===== config.mk =====
export PLATFORM = sky130hd
export DESIGN_NAME = pcsr_regs
export DESIGN_NICKNAME = d
export VERILOG_FILES = /design/src/common/pcsr_pkg.sv /design/src/hw/pcsr_msg.sv /design/src/hw/pcsr_regs.sv
export VERILOG_INCLUDE_DIRS = /design/src /design/src/common
export SDC_FILE = /design/constraint.sdc
export NUM_CORES = 1
export LEC_CHECK = 0
export BUFFER_PORTS_ARGS = -buffer_cell sky130_fd_sc_hd__buf_2
export CAP_MARGIN = 10
export CORE_ASPECT_RATIO = 0.75
export CORE_MARGIN = 1.5
export CORE_UTILIZATION = 30
export DETAILED_ROUTE_END_ITERATION = 10
export PLACE_DENSITY = 0.5
export SETUP_SLACK_MARGIN = 0.4
export SYNTH_ARGS = -nofsm -noshare
export SYNTH_HDL_FRONTEND = slang
export SYNTH_HIERARCHICAL = 1
export SYNTH_SLANG_ARGS = --single-unit

===== constraint.sdc =====
create_clock -name clk -period 4 [get_ports clk]
set_input_delay 0.4 -clock clk [delete_from_list [all_inputs] [get_ports clk]]
set_output_delay 0.4 -clock clk [all_outputs]
set_load 0.02 [all_outputs]

===== src/common/pcsr_defs.svh =====
// Purpose: Offsets, field positions, reset values and byte masks of the slot registers.
// Assumes: Configuration offsets are byte addresses of aligned 32-bit words.
// Notes: Definitions only; included by bare name.
`ifndef PCSR_DEFS_SVH
`define PCSR_DEFS_SVH

// Register offsets in configuration space.
`define PCSR_OFF_SLOT_CAP 12'h0b4
`define PCSR_OFF_SLOT_CTL 12'h0b8

// Reset values.
`define PCSR_CAP_RESET 32'h0004_0000
`define PCSR_CTL_RESET 16'h0000

// Slot capabilities field positions.
`define PCSR_SLOTNUM_MSB 31
`define PCSR_SLOTNUM_LSB 19
`define PCSR_RSVD_ONE_BIT 18
`define PCSR_INTERLOCK_PRESENT_BIT 17
`define PCSR_SCALE_MSB 16
`define PCSR_SCALE_LSB 15
`define PCSR_VALUE_MSB 14
`define PCSR_VALUE_LSB 7
`define PCSR_POWER_IND_PRESENT_BIT 4
`define PCSR_ATTN_IND_PRESENT_BIT 3
`define PCSR_LATCH_SENSOR_PRESENT_BIT 2
`define PCSR_PWR_CTRL_PRESENT_BIT 1
`define PCSR_ATTN_BUTTON_PRESENT_BIT 0

// Slot control field positions.
`define PCSR_CTL_RSVD_MSB 15
`define PCSR_CTL_RSVD_LSB 13
`define PCSR_NOTIFY_EN_BIT 12
`define PCSR_TOGGLE_BIT 11
`define PCSR_PWR_CTL_BIT 10

// Byte lanes that overlap each writable field.
`define PCSR_BE_SLOTNUM 4'hc
`define PCSR_BE_SCALE 4'h6
`define PCSR_BE_VALUE 4'h3
`define PCSR_BE_CTL 4'h2

`endif


===== src/common/pcsr_pkg.sv =====
// Purpose: Types shared by the slot register bank and its message requester.
// Assumes: Constants live in pcsr_defs.svh.
// Notes: None.
`default_nettype none

package pcsr_pkg;

  // Power limit scale encodings.
  typedef enum logic [1:0] {
    pcsr_scale_1x = 2'h0,
    pcsr_scale_0p1x = 2'h1,
    pcsr_scale_0p01x = 2'h2,
    pcsr_scale_0p001x = 2'h3
  } pcsr_scale_type;

  // Whole state of the register bank.
  typedef struct packed {
    logic [12:0] slot_num;
    pcsr_scale_type scale;
    logic [7:0] limit;
    logic slot_num_lock;
    logic scale_lock;
    logic limit_lock;
    logic notify_en;
    logic pwr_off;
    logic pwr_fault;
    logic link_prev;
    logic notify;
    logic toggle;
    logic msg_send;
    logic [31:0] rdata;
    logic rvalid;
  } pcsr_state_type;

  // Whole state of the message requester.
  typedef struct packed {
    logic valid;
    logic again;
    logic [7:0] value;
    pcsr_scale_type scale;
  } pcsr_msg_state_type;

endpackage

`default_nettype wire


===== src/hw/pcsr_msg.sv =====
// Purpose: Holds a Set_Slot_Power_Limit request until the link accepts it.
// Assumes: The link takes a request in a cycle where valid and ready are both high.
// Notes: A send during a pending request is remembered and re-sent with fresh values.
`timescale 1ns/10ps
`default_nettype none
`include "pcsr_defs.svh"

module pcsr_msg
  import pcsr_pkg::*;
(
  // Clock and reset.
  input wire logic clk,
  input wire logic reset_n,
  // Request from the register bank.
  input wire logic send,
  input wire logic [7:0] value,
  input var pcsr_scale_type scale,
  // Link message request.
  output logic msg_valid,
  input wire logic msg_ready,
  output logic [7:0] msg_value,
  output pcsr_scale_type msg_scale
);

  pcsr_msg_state_type st_r;
  pcsr_msg_state_type st_nxt;

  // Load, hold and retire the request; a new send always wins over retirement.
  always_comb begin
    st_nxt = st_r;
    if (st_r.valid && msg_ready) begin
      st_nxt.valid = st_r.again;
      st_nxt.again = 1'b0;
      st_nxt.value = value;
      st_nxt.scale = scale;
    end
    if (send) begin
      if (st_nxt.valid) begin
        st_nxt.again = 1'b1;
      end else begin
        st_nxt.valid = 1'b1;
        st_nxt.value = value;
        st_nxt.scale = scale;
      end
    end
  end

  // State register.
  always_ff @(posedge clk or negedge reset_n) begin
    if (!reset_n) begin
      st_r <= '0;
    end else begin
      st_r <= st_nxt;
    end
  end

  assign msg_valid = st_r.valid;
  assign msg_value = st_r.value;
  assign msg_scale = st_r.scale;

  // A pending request stays up with stable data until accepted.
  AST_MSG_HOLD: assert property (@(posedge clk) disable iff (!reset_n)
    msg_valid && !msg_ready |=> msg_valid && $stable(msg_value) && $stable(msg_scale))
    else $error("Power limit message dropped before acceptance.");

endmodule // pcsr_msg

`default_nettype wire


===== src/hw/pcsr_regs.sv =====
// Purpose: Slot capabilities and slot control registers of a root port link.
// Assumes: Configuration accesses are single-cycle strobes on the core clock.
// Notes: Read data returns one cycle after the read strobe, with rvalid.
//
// Contract
// - Slot number is write-once at bits 31:19, zero after reset.
// - Capabilities reset to 00040000h; reserved bit 18 reads one.
// - Bit 17 reads zero: no electromechanical interlock.
// - Write-once power limit scale at bits 16:15, four decimal scales.
// - Write-once eight-bit power limit value at bits 14:7.
// - Writing scale or value sends a Set_Slot_Power_Limit message.
// - Bit 4 reads zero: no power indicator.
// - Bit 3 reads zero: no attention indicator.
// - Bits 2, 1 and 0 read zero.
// - Slot control resets to 0000h; bits 15:13 read zero.
// - Bit 12 enables notice on link-active change, else reads zero.
// - Writing one to bit 11 toggles the interlock; zero does nothing.
// - Bit 11 always reads zero.
// - Bit 10 sets slot power: zero on, one off.
// - Bit 10 reads back the latest written value.
// - A detected fault removes slot power regardless of bit 10.
// - Without a power controller, writes to bit 10 are ignored.
`timescale 1ns/10ps
`default_nettype none
`include "pcsr_defs.svh"

module pcsr_regs
  import pcsr_pkg::*;
#(
  parameter bit LINK_ACTIVE_CAP = 1'b0,
  parameter bit INTERLOCK_PRESENT = 1'b0,
  parameter bit PWR_CTRL_PRESENT = 1'b0
) (
  // Clock and reset.
  input wire logic clk,
  input wire logic reset_n,
  // Configuration access port.
  input wire logic [11:0] cfg_addr,
  input wire logic cfg_wr,
  input wire logic cfg_rd,
  input wire logic [3:0] cfg_be,
  input wire logic [31:0] cfg_wdata,
  output logic [31:0] cfg_rdata,
  output logic cfg_rvalid,
  // Link status and notification.
  input wire logic link_active,
  output logic link_change_event,
  // Slot hardware.
  output logic interlock_toggle,
  input wire logic pwr_fault,
  output logic slot_power_en,
  // Set_Slot_Power_Limit message request.
  output logic spl_msg_valid,
  input wire logic spl_msg_ready,
  output logic [7:0] spl_msg_value,
  output pcsr_scale_type spl_msg_scale
);

  ////////////////////////////////////////////////////////////////////////////////////////////

  // Merges write data into the current word byte by byte.
  function automatic logic [31:0] be_merge(input logic [31:0] old, input logic [31:0] wd,
                                           input logic [3:0] be);
    logic [31:0] res;
    res = old;
    for (int i = 0; i < 4; i++) begin
      if (be[i]) begin
        res[i*8 +: 8] = wd[i*8 +: 8];
      end
    end
    return res;
  endfunction

  // Builds the slot capabilities word; presence bits stay at their reset zero.
  function automatic logic [31:0] cap_word(input pcsr_state_type s);
    logic [31:0] w;
    w = `PCSR_CAP_RESET;
    w[`PCSR_SLOTNUM_MSB:`PCSR_SLOTNUM_LSB] = s.slot_num;
    w[`PCSR_SCALE_MSB:`PCSR_SCALE_LSB] = s.scale;
    w[`PCSR_VALUE_MSB:`PCSR_VALUE_LSB] = s.limit;
    return w;
  endfunction

  // Builds the slot control word; the upper half belongs to slot status, not held here.
  function automatic logic [31:0] ctl_word(input pcsr_state_type s);
    logic [31:0] w;
    w = {16'h0000, `PCSR_CTL_RESET};
    w[`PCSR_NOTIFY_EN_BIT] = s.notify_en;
    w[`PCSR_PWR_CTL_BIT] = s.pwr_off;
    return w;
  endfunction

  ////////////////////////////////////////////////////////////////////////////////////////////

  pcsr_state_type st_r;
  pcsr_state_type st_nxt;
  logic cap_hit;
  logic ctl_hit;
  logic cap_wr;
  logic ctl_wr;
  logic [31:0] cap_merged;

  // Address decode on the aligned word.
  assign cap_hit = (cfg_addr[11:2] == 10'(`PCSR_OFF_SLOT_CAP >> 2));
  assign ctl_hit = (cfg_addr[11:2] == 10'(`PCSR_OFF_SLOT_CTL >> 2));
  assign cap_wr = cfg_wr && cap_hit;
  assign ctl_wr = cfg_wr && ctl_hit && |(cfg_be & `PCSR_BE_CTL);
  assign cap_merged = be_merge(cap_word(st_r), cfg_wdata, cfg_be);

  // Next-state logic for fields, slot actions and read data.
  always_comb begin
    st_nxt = st_r;
    st_nxt.notify = 1'b0;
    st_nxt.toggle = 1'b0;
    st_nxt.msg_send = 1'b0;
    st_nxt.rvalid = cfg_rd;
    st_nxt.link_prev = link_active;
    // Write-once fields lock on the first write that touches them.
    if (cap_wr && |(cfg_be & `PCSR_BE_SLOTNUM) && !st_r.slot_num_lock) begin
      st_nxt.slot_num = cap_merged[`PCSR_SLOTNUM_MSB:`PCSR_SLOTNUM_LSB];
      st_nxt.slot_num_lock = 1'b1;
    end
    if (cap_wr && |(cfg_be & `PCSR_BE_SCALE) && !st_r.scale_lock) begin
      st_nxt.scale = pcsr_scale_type'(cap_merged[`PCSR_SCALE_MSB:`PCSR_SCALE_LSB]);
      st_nxt.scale_lock = 1'b1;
    end
    if (cap_wr && |(cfg_be & `PCSR_BE_VALUE) && !st_r.limit_lock) begin
      st_nxt.limit = cap_merged[`PCSR_VALUE_MSB:`PCSR_VALUE_LSB];
      st_nxt.limit_lock = 1'b1;
    end
    // Any write to the power limit fields reports the held limit to the adapter.
    if (cap_wr && |(cfg_be & (`PCSR_BE_SCALE | `PCSR_BE_VALUE))) begin
      st_nxt.msg_send = 1'b1;
    end
    // Slot control bits live in byte lane one.
    if (ctl_wr) begin
      if (LINK_ACTIVE_CAP) begin
        st_nxt.notify_en = cfg_wdata[`PCSR_NOTIFY_EN_BIT];
      end
      if (INTERLOCK_PRESENT) begin
        st_nxt.toggle = cfg_wdata[`PCSR_TOGGLE_BIT];
      end
      if (PWR_CTRL_PRESENT) begin
        st_nxt.pwr_off = cfg_wdata[`PCSR_PWR_CTL_BIT];
        if (cfg_wdata[`PCSR_PWR_CTL_BIT]) begin
          st_nxt.pwr_fault = 1'b0;
        end
      end
    end
    // A fault latches after the clear so that it is never lost.
    if (PWR_CTRL_PRESENT && pwr_fault) begin
      st_nxt.pwr_fault = 1'b1;
    end
    // Notify on either edge of link-active while enabled.
    if (LINK_ACTIVE_CAP && st_r.notify_en && (link_active != st_r.link_prev)) begin
      st_nxt.notify = 1'b1;
    end
    // Read data; unmapped offsets read zero.
    if (cfg_rd) begin
      if (cap_hit) begin
        st_nxt.rdata = cap_word(st_r);
      end else if (ctl_hit) begin
        st_nxt.rdata = ctl_word(st_r);
      end else begin
        st_nxt.rdata = 32'h0000_0000;
      end
    end
  end

  // State register.
  always_ff @(posedge clk or negedge reset_n) begin
    if (!reset_n) begin
      st_r <= '0;
    end else begin
      st_r <= st_nxt;
    end
  end

  ////////////////////////////////////////////////////////////////////////////////////////////

  // Output assignments.
  assign cfg_rdata = st_r.rdata;
  assign cfg_rvalid = st_r.rvalid;
  assign link_change_event = st_r.notify;
  assign interlock_toggle = st_r.toggle;
  // Power flows only on request and while no fault is latched.
  assign slot_power_en = PWR_CTRL_PRESENT && !st_r.pwr_off && !st_r.pwr_fault;

  // Message requester for the power limit.
  pcsr_msg u_msg (
    .clk(clk),
    .reset_n(reset_n),
    .send(st_r.msg_send),
    .value(st_r.limit),
    .scale(st_r.scale),
    .msg_valid(spl_msg_valid),
    .msg_ready(spl_msg_ready),
    .msg_value(spl_msg_value),
    .msg_scale(spl_msg_scale)
  );

  ////////////////////////////////////////////////////////////////////////////////////////////

  // Locked fields never change again.
  AST_SLOTNUM_ONCE: assert property (@(posedge clk) disable iff (!reset_n)
    st_r.slot_num_lock |=> st_r.slot_num_lock && $stable(st_r.slot_num))
    else $error("Slot number changed after its first write.");

  AST_SCALE_ONCE: assert property (@(posedge clk) disable iff (!reset_n)
    st_r.scale_lock |=> $stable(st_r.scale))
    else $error("Power limit scale changed after its first write.");

  AST_LIMIT_ONCE: assert property (@(posedge clk) disable iff (!reset_n)
    st_r.limit_lock |=> $stable(st_r.limit))
    else $error("Power limit value changed after its first write.");

  // A first full-word write to the value field takes bits 14:7 of the write data.
  AST_LIMIT_TAKE: assert property (@(posedge clk) disable iff (!reset_n)
    cap_wr && cfg_be == 4'hf && !st_r.limit_lock |=>
    st_r.limit == $past(cfg_wdata[14:7]))
    else $error("Power limit value not taken on first write.");

  // Capabilities reads show bit 18 set and every presence bit clear.
  AST_CAP_READ: assert property (@(posedge clk) disable iff (!reset_n)
    cfg_rd && cap_hit |=> cfg_rvalid && cfg_rdata[18] && cfg_rdata[17] == 1'b0 &&
    cfg_rdata[6:0] == 7'h00)
    else $error("Slot capabilities read shows wrong fixed bits.");

  // A power limit write raises a message request within two cycles.
  AST_MSG_ON_WRITE: assert property (@(posedge clk) disable iff (!reset_n)
    cap_wr && |(cfg_be & 4'h7) |-> ##[1:2] spl_msg_valid)
    else $error("Power limit write did not request a message.");

  // Slot control reads keep reserved and toggle bits at zero.
  AST_CTL_READ: assert property (@(posedge clk) disable iff (!reset_n)
    cfg_rd && ctl_hit |=> cfg_rdata[15:13] == 3'h0 && cfg_rdata[11] == 1'b0 &&
    cfg_rdata[9:0] == 10'h000)
    else $error("Slot control read shows set reserved or toggle bits.");

  // Link-active change while enabled gives a notice one cycle later.
  AST_NOTIFY: assert property (@(posedge clk) disable iff (!reset_n)
    LINK_ACTIVE_CAP && st_r.notify_en && (link_active != st_r.link_prev) |=> link_change_event)
    else $error("Link-active change produced no notice.");

  // A toggle pulse comes only from a write of one to the toggle bit.
  AST_TOGGLE: assert property (@(posedge clk) disable iff (!reset_n)
    interlock_toggle |-> INTERLOCK_PRESENT && $past(ctl_wr && cfg_wdata[11]))
    else $error("Interlock toggled without a write of one.");

  // Power control read two cycles after a write, with no write between, shows that write.
  AST_PWR_READBACK: assert property (@(posedge clk) disable iff (!reset_n)
    PWR_CTRL_PRESENT && ctl_wr ##1 !ctl_wr ##1 cfg_rd && ctl_hit |=>
    cfg_rdata[10] == $past(cfg_wdata[10], 3))
    else $error("Power control bit does not read back the last write.");

  // Without a controller the power bit never moves.
  AST_PWR_IGNORED: assert property (@(posedge clk) disable iff (!reset_n)
    !PWR_CTRL_PRESENT |-> !st_r.pwr_off && !slot_power_en)
    else $error("Power control moved without a power controller.");

  // A fault removes power on the next cycle whatever was requested.
  AST_FAULT_OFF: assert property (@(posedge clk) disable iff (!reset_n)
    pwr_fault |=> !slot_power_en)
    else $error("Slot power stayed on after a fault.");

  // Power on request with no fault gives power.
  AST_PWR_ON: assert property (@(posedge clk) disable iff (!reset_n)
    PWR_CTRL_PRESENT && ctl_wr && !cfg_wdata[10] && !pwr_fault && !st_r.pwr_fault |=>
    slot_power_en)
    else $error("Power on request did not enable slot power.");

endmodule // pcsr_regs

`default_nettype wire


== Word level (Yosys, flattened, before mapping) ==
Index checks and enable logic that the tools add are counted.

* Muxes and demuxes: 6
* Reductions and logical operators: 22
* Eq/ne operators: 1

{| class="wikitable"
|+ Operators with widths
! cell !! number
|-
| $mux 32 || 1
|-
| $mux 12 || 2
|-
| $reduce_and 2->1 || 6
|-
| $eq 10x6->1 const B || 1
|-
| $mux 10 || 1
|-
| $logic_and 1x1->1 || 9
|-
| $reduce_or 2->1 || 3
|-
| $logic_not 1->1 || 3
|-
| $reduce_or 3->1 || 1
|-
| $mux 1 || 2
|}

* Register bits after elaboration: 72
* Output and inout bits: 47

== Logic depth before layout (Yosys ltp) ==
* Depth in word-level cells: 5
* Gate-level depth with buffers: 6
* Mapped depth without buffers: 3

== By module ==
The synthesis kept the hierarchy.

{| class="wikitable"
|+ By module, submodules not included
! module !! area an instance (um2) !! instances !! sequential area each (um2) !! cells an instance
|-
| pcsr_regs || 2,408.6 || 1 || 1,301.2 || 217
|-
| pcsr_msg || 543.0 || 1 || 300.3 || 40
|}

== Least setup slack after synthesis ==
Ideal clock, no wire load.

* Path kind: input to register
* Start: input port cfg_addr[9]
* End: register st_r[58] (netlist bit)
* Stages: 4
* Data arrival time: 1.921 ns
* Data required time: 3.875 ns
* Buffers on the path: 1
* Setup time: 0.125 ns
* Slack: 1.954 ns
* Path through: or4_1 buf_2 nor4_4 mux2_2

* Cells in the longest elaborated chain, start to end: 5

{| class="wikitable"
|+ RTL lines
! what !! line !! source
|-
| start, declared || pcsr_regs.sv:38 || <nowiki>input wire logic [11:0] cfg_addr,</nowiki>
|-
| $eq 10x6->1 || pcsr_regs.sv:104 || <nowiki>assign cap_hit = (cfg_addr[11:2] == 10'(`PCSR_OFF_SLOT_CAP >> 2));</nowiki>
|-
| $logic_and 1x1->1 || pcsr_regs.sv:106 || <nowiki>assign cap_wr = cfg_wr && cap_hit;</nowiki>
|-
| $logic_and 1x1->1 (2 in a row) || pcsr_regs.sv:119 || <nowiki>if (cap_wr && |(cfg_be & `PCSR_BE_SLOTNUM) && !st_r.slot_num_lock) begin</nowiki>
|-
| $reduce_and 2->1 (no line) || -- ||
|-
| end signal, assigned || pcsr_regs.sv:175 || <nowiki>st_r <= st_nxt;</nowiki>
|-
| end, declared || pcsr_regs.sv:95 || <nowiki>pcsr_state_type st_r;</nowiki>
|}

No other way between the ends.
A chain may end at the register's enable or synchronous reset.

== Worst setup path in the final report ==
* Start: input port cfg_addr[9]
* End: register st_r[41] (netlist bit)

* Cells in the longest elaborated chain, start to end: 4

{| class="wikitable"
|+ RTL lines
! what !! line !! source
|-
| $eq 10x6->1 || pcsr_regs.sv:104 ||
|-
| $logic_and 1x1->1 || pcsr_regs.sv:106 ||
|-
| $logic_and 1x1->1 (2 in a row) || pcsr_regs.sv:123 || <nowiki>if (cap_wr && |(cfg_be & `PCSR_BE_SCALE) && !st_r.scale_lock) begin</nowiki>
|}

No other way between the ends.

==> flow_summary.toml <==
[status]
status = "completed"

[worst_setup_path]
critPathMaxStageDelay_ns = 0.90
worstPathRequired_ns = 4.23
cp_num_buf_inv = 1
cp_top_family = "simple AND/OR/NAND/NOR gates"
worstPathArrival_ns = 2.45
cp_max_fo = 28
slowest_stage = "or3_1"
startpoint_type = "input port"
cp_cell_sequence = "buf_2, or4_1, or3_1, o21bai_1"
endpoint_kind = "flop"
crit_type = "input port to flop"

[drt]
post_drt_wl_per_cell_um = 12.9
post_drt_via_cell_ratio = 4.25
dr.pass1.iters = 4
routed_wl_um = 5660
drc_errors = 0
ant_nets = 0
drtIter0Drc = 53
vias = 1858

[sta]
holdWs_ns = 0.125
slew_headroom_pct = 23.6
period_share_pct = 55.4
rsz0062_at_grt = "false"
worst_slew_pin_slew_ns = 1.15
slew_viol_final = 0
finalSetupTns_ns = 0
setup_viol_count_final = 0
hold_viol = 0
setup_ws_ns = 1.78
fmax_mhz = 451
skew_ns = 0.00405
fin_crit_ns = 2.22

[yosys]
ys_ff_latch = 64
synth_area_leaders = "dfrtp_1, mux2_2, buf_4"
synthFlopType = "dfrtp_1"
synth_cell_types = 25
yosysSeqAreaShare_pct = 54.3
yosysWarnings = 6
netlist_area_mm2 = 0.00295
synth.top_cell.area_share_pct = 54.3
synth_edf_count = 0
syn_inst = 257
synthArstFlopShare_pct = 100
synth_top_cell_by_area = "dfrtp_1"
synth_area_per_cell_um2 = 11.5

[clock_network]
htreeDepth = 3
clock_latency_ns = 0.33
cts.sinks = 64
clkSlewWorstSetupHoldPaths_ns = 0.05
hold_buffers = 0
cts_setup_buffers = 0
ctsResizeCount = 0
cts_buffers = 9
cts_tree = "built"
clock-root-buffer = "clkbuf_16"
cts_buffer_depth = 2

[grt]
gr-total-overflow = 0
grt_pass1_wl_um = 9100
track_usage_pct = 11.7
grt_pass1_vias = 1766
antenna_found_initial = 0
grt_max_degree = 49

[run]
cap_violations = 0

[placed_design]
place_inst = 421
place_congestion = 0.696
dpl.hpwl_um = 3870
post_dp_cell_area_mm2 = 0.00316
io_buffers = 77
post-place-ws_ns = 1.39

[die]
rows = 31
start_util_pct = 30.7
die_area_mm2 = 0.0104
ios = 102
die_x_um = 118
core-area_mm2 = 0.00962
die_h_um = 88.9

[power]
power.density_mw_per_mm2 = 445
leakage_nw = 1.74
irDropWorstVdd_uv = 170
power_mw = 1.55

[cells_and_area]
stdcell_area_mm2 = 0.00348
layout-area-overhead-vs-synth_pct = 18.1
final_nets = 355
final_util_pct = 36.2
fin_cells = 437
n_antenna_cell = 0
drive_above_1_share_pct = 42.6

[hold_path]
hold_path_class = "input port to async pin"
-- routing by layer --
metal  GRT usage, %  wire length, um  share of wire (%)  vias up
met2           17.5             2430                 43       68
met4           5.65              104                1.8        0
met1           15.0             2740                 48      889
met5              0                0                  0        -
li1               -                -                  -      891
met3           4.85              376                6.6       10
-- path summary, 6_finish.rpt --
kind                                           end  depth (start not counted)  slack, ns          start
worst max-delay path                      st_r[41]                          4       1.78    cfg_addr[9]
worst min-delay path                  cfg_rdata[9]                          1       0.13        reset_n
worst max register to register            st_r[58]                          3       2.29       st_r[42]
worst min register to register            st_r[64]                          1       0.49       st_r[64]
max in group asynchronous       u_msg/msg_value[3]                          2       2.97        reset_n
min in group clk                          st_r[55]                          2       0.30  cfg_wdata[21]
-- state kept, by name, indices dropped and copies added (netlist names) --
signal           cells
st_r                27
u_msg/msg_valid      1
u_msg/msg_scale      2
u_msg/st_r           1
cfg_rvalid           1
cfg_rdata           24
u_msg/msg_value      8
-- logic make-up (layout without fill, tap and decap cells) --
logic type / count (synthesis) / count (layout) / synth area share (%)
buffers and inverters: 81 / 119 / 16.2
flip-flops: 64 / 64 / 54.3
AND/OR/NAND/NOR: 43 / 43 / 8.82
multiplexers: 35 / 35 / 13.7
AO/OA/AOI/OAI: 33 / 33 / 6.91
other: 1 / 11 / 0.127
-- synthesized netlist by cell type, types with 3 or more instances --
cell	number
o21ai_0	4
clkbuf_1	6
dfrtp_1	64
buf_2	4
mux2_2	32
buf_4	45
nand3b_1	6
o21bai_1	3
o22ai_1	23
nor4_4	3
inv_1	25
nor4_1	3
nand2_1	25
-- power by group --
part           switching, mW  internal (mW)
sequential           0.00164          0.651
combinational         0.0453         0.0205
clock                  0.276          0.558
total                  0.322           1.23
-- cells in the final DEF, fill, tap and decap left out, types with 2 or more instances in the layout --
master     count
a21oi_1        2
buf_2         77
bufinv_16      2
clkbuf_16      9
clkinv_2       3
conb_1        11
dfrtp_1       64
inv_1         25
mux2_2        32
nand2_1       25
nand3b_1       6
nor2_1         2
nor4_1         3
nor4_4         3
o21ai_0        4
o21bai_1       3
o22ai_1       23
-- layout make-up --
class	instances	area, um^2
Fill cell	999	6130
Sequential cell	64	1600
Multi-Input combinational cell	122	910
Timing Repair Buffer	78	393
Clock buffer	10	239
Tap cell	132	165
Inverter	25	93.8
Clock inverter	6	82.6
-- worst register-to-register path, cell delays in order, from the launching register on --
cell and delay (ns):
dfrtp_1 0.39, nand3b_1 0.22, nor4_4 0.57, mux2_2 0.41
Power figures use the tool's default switching activity.
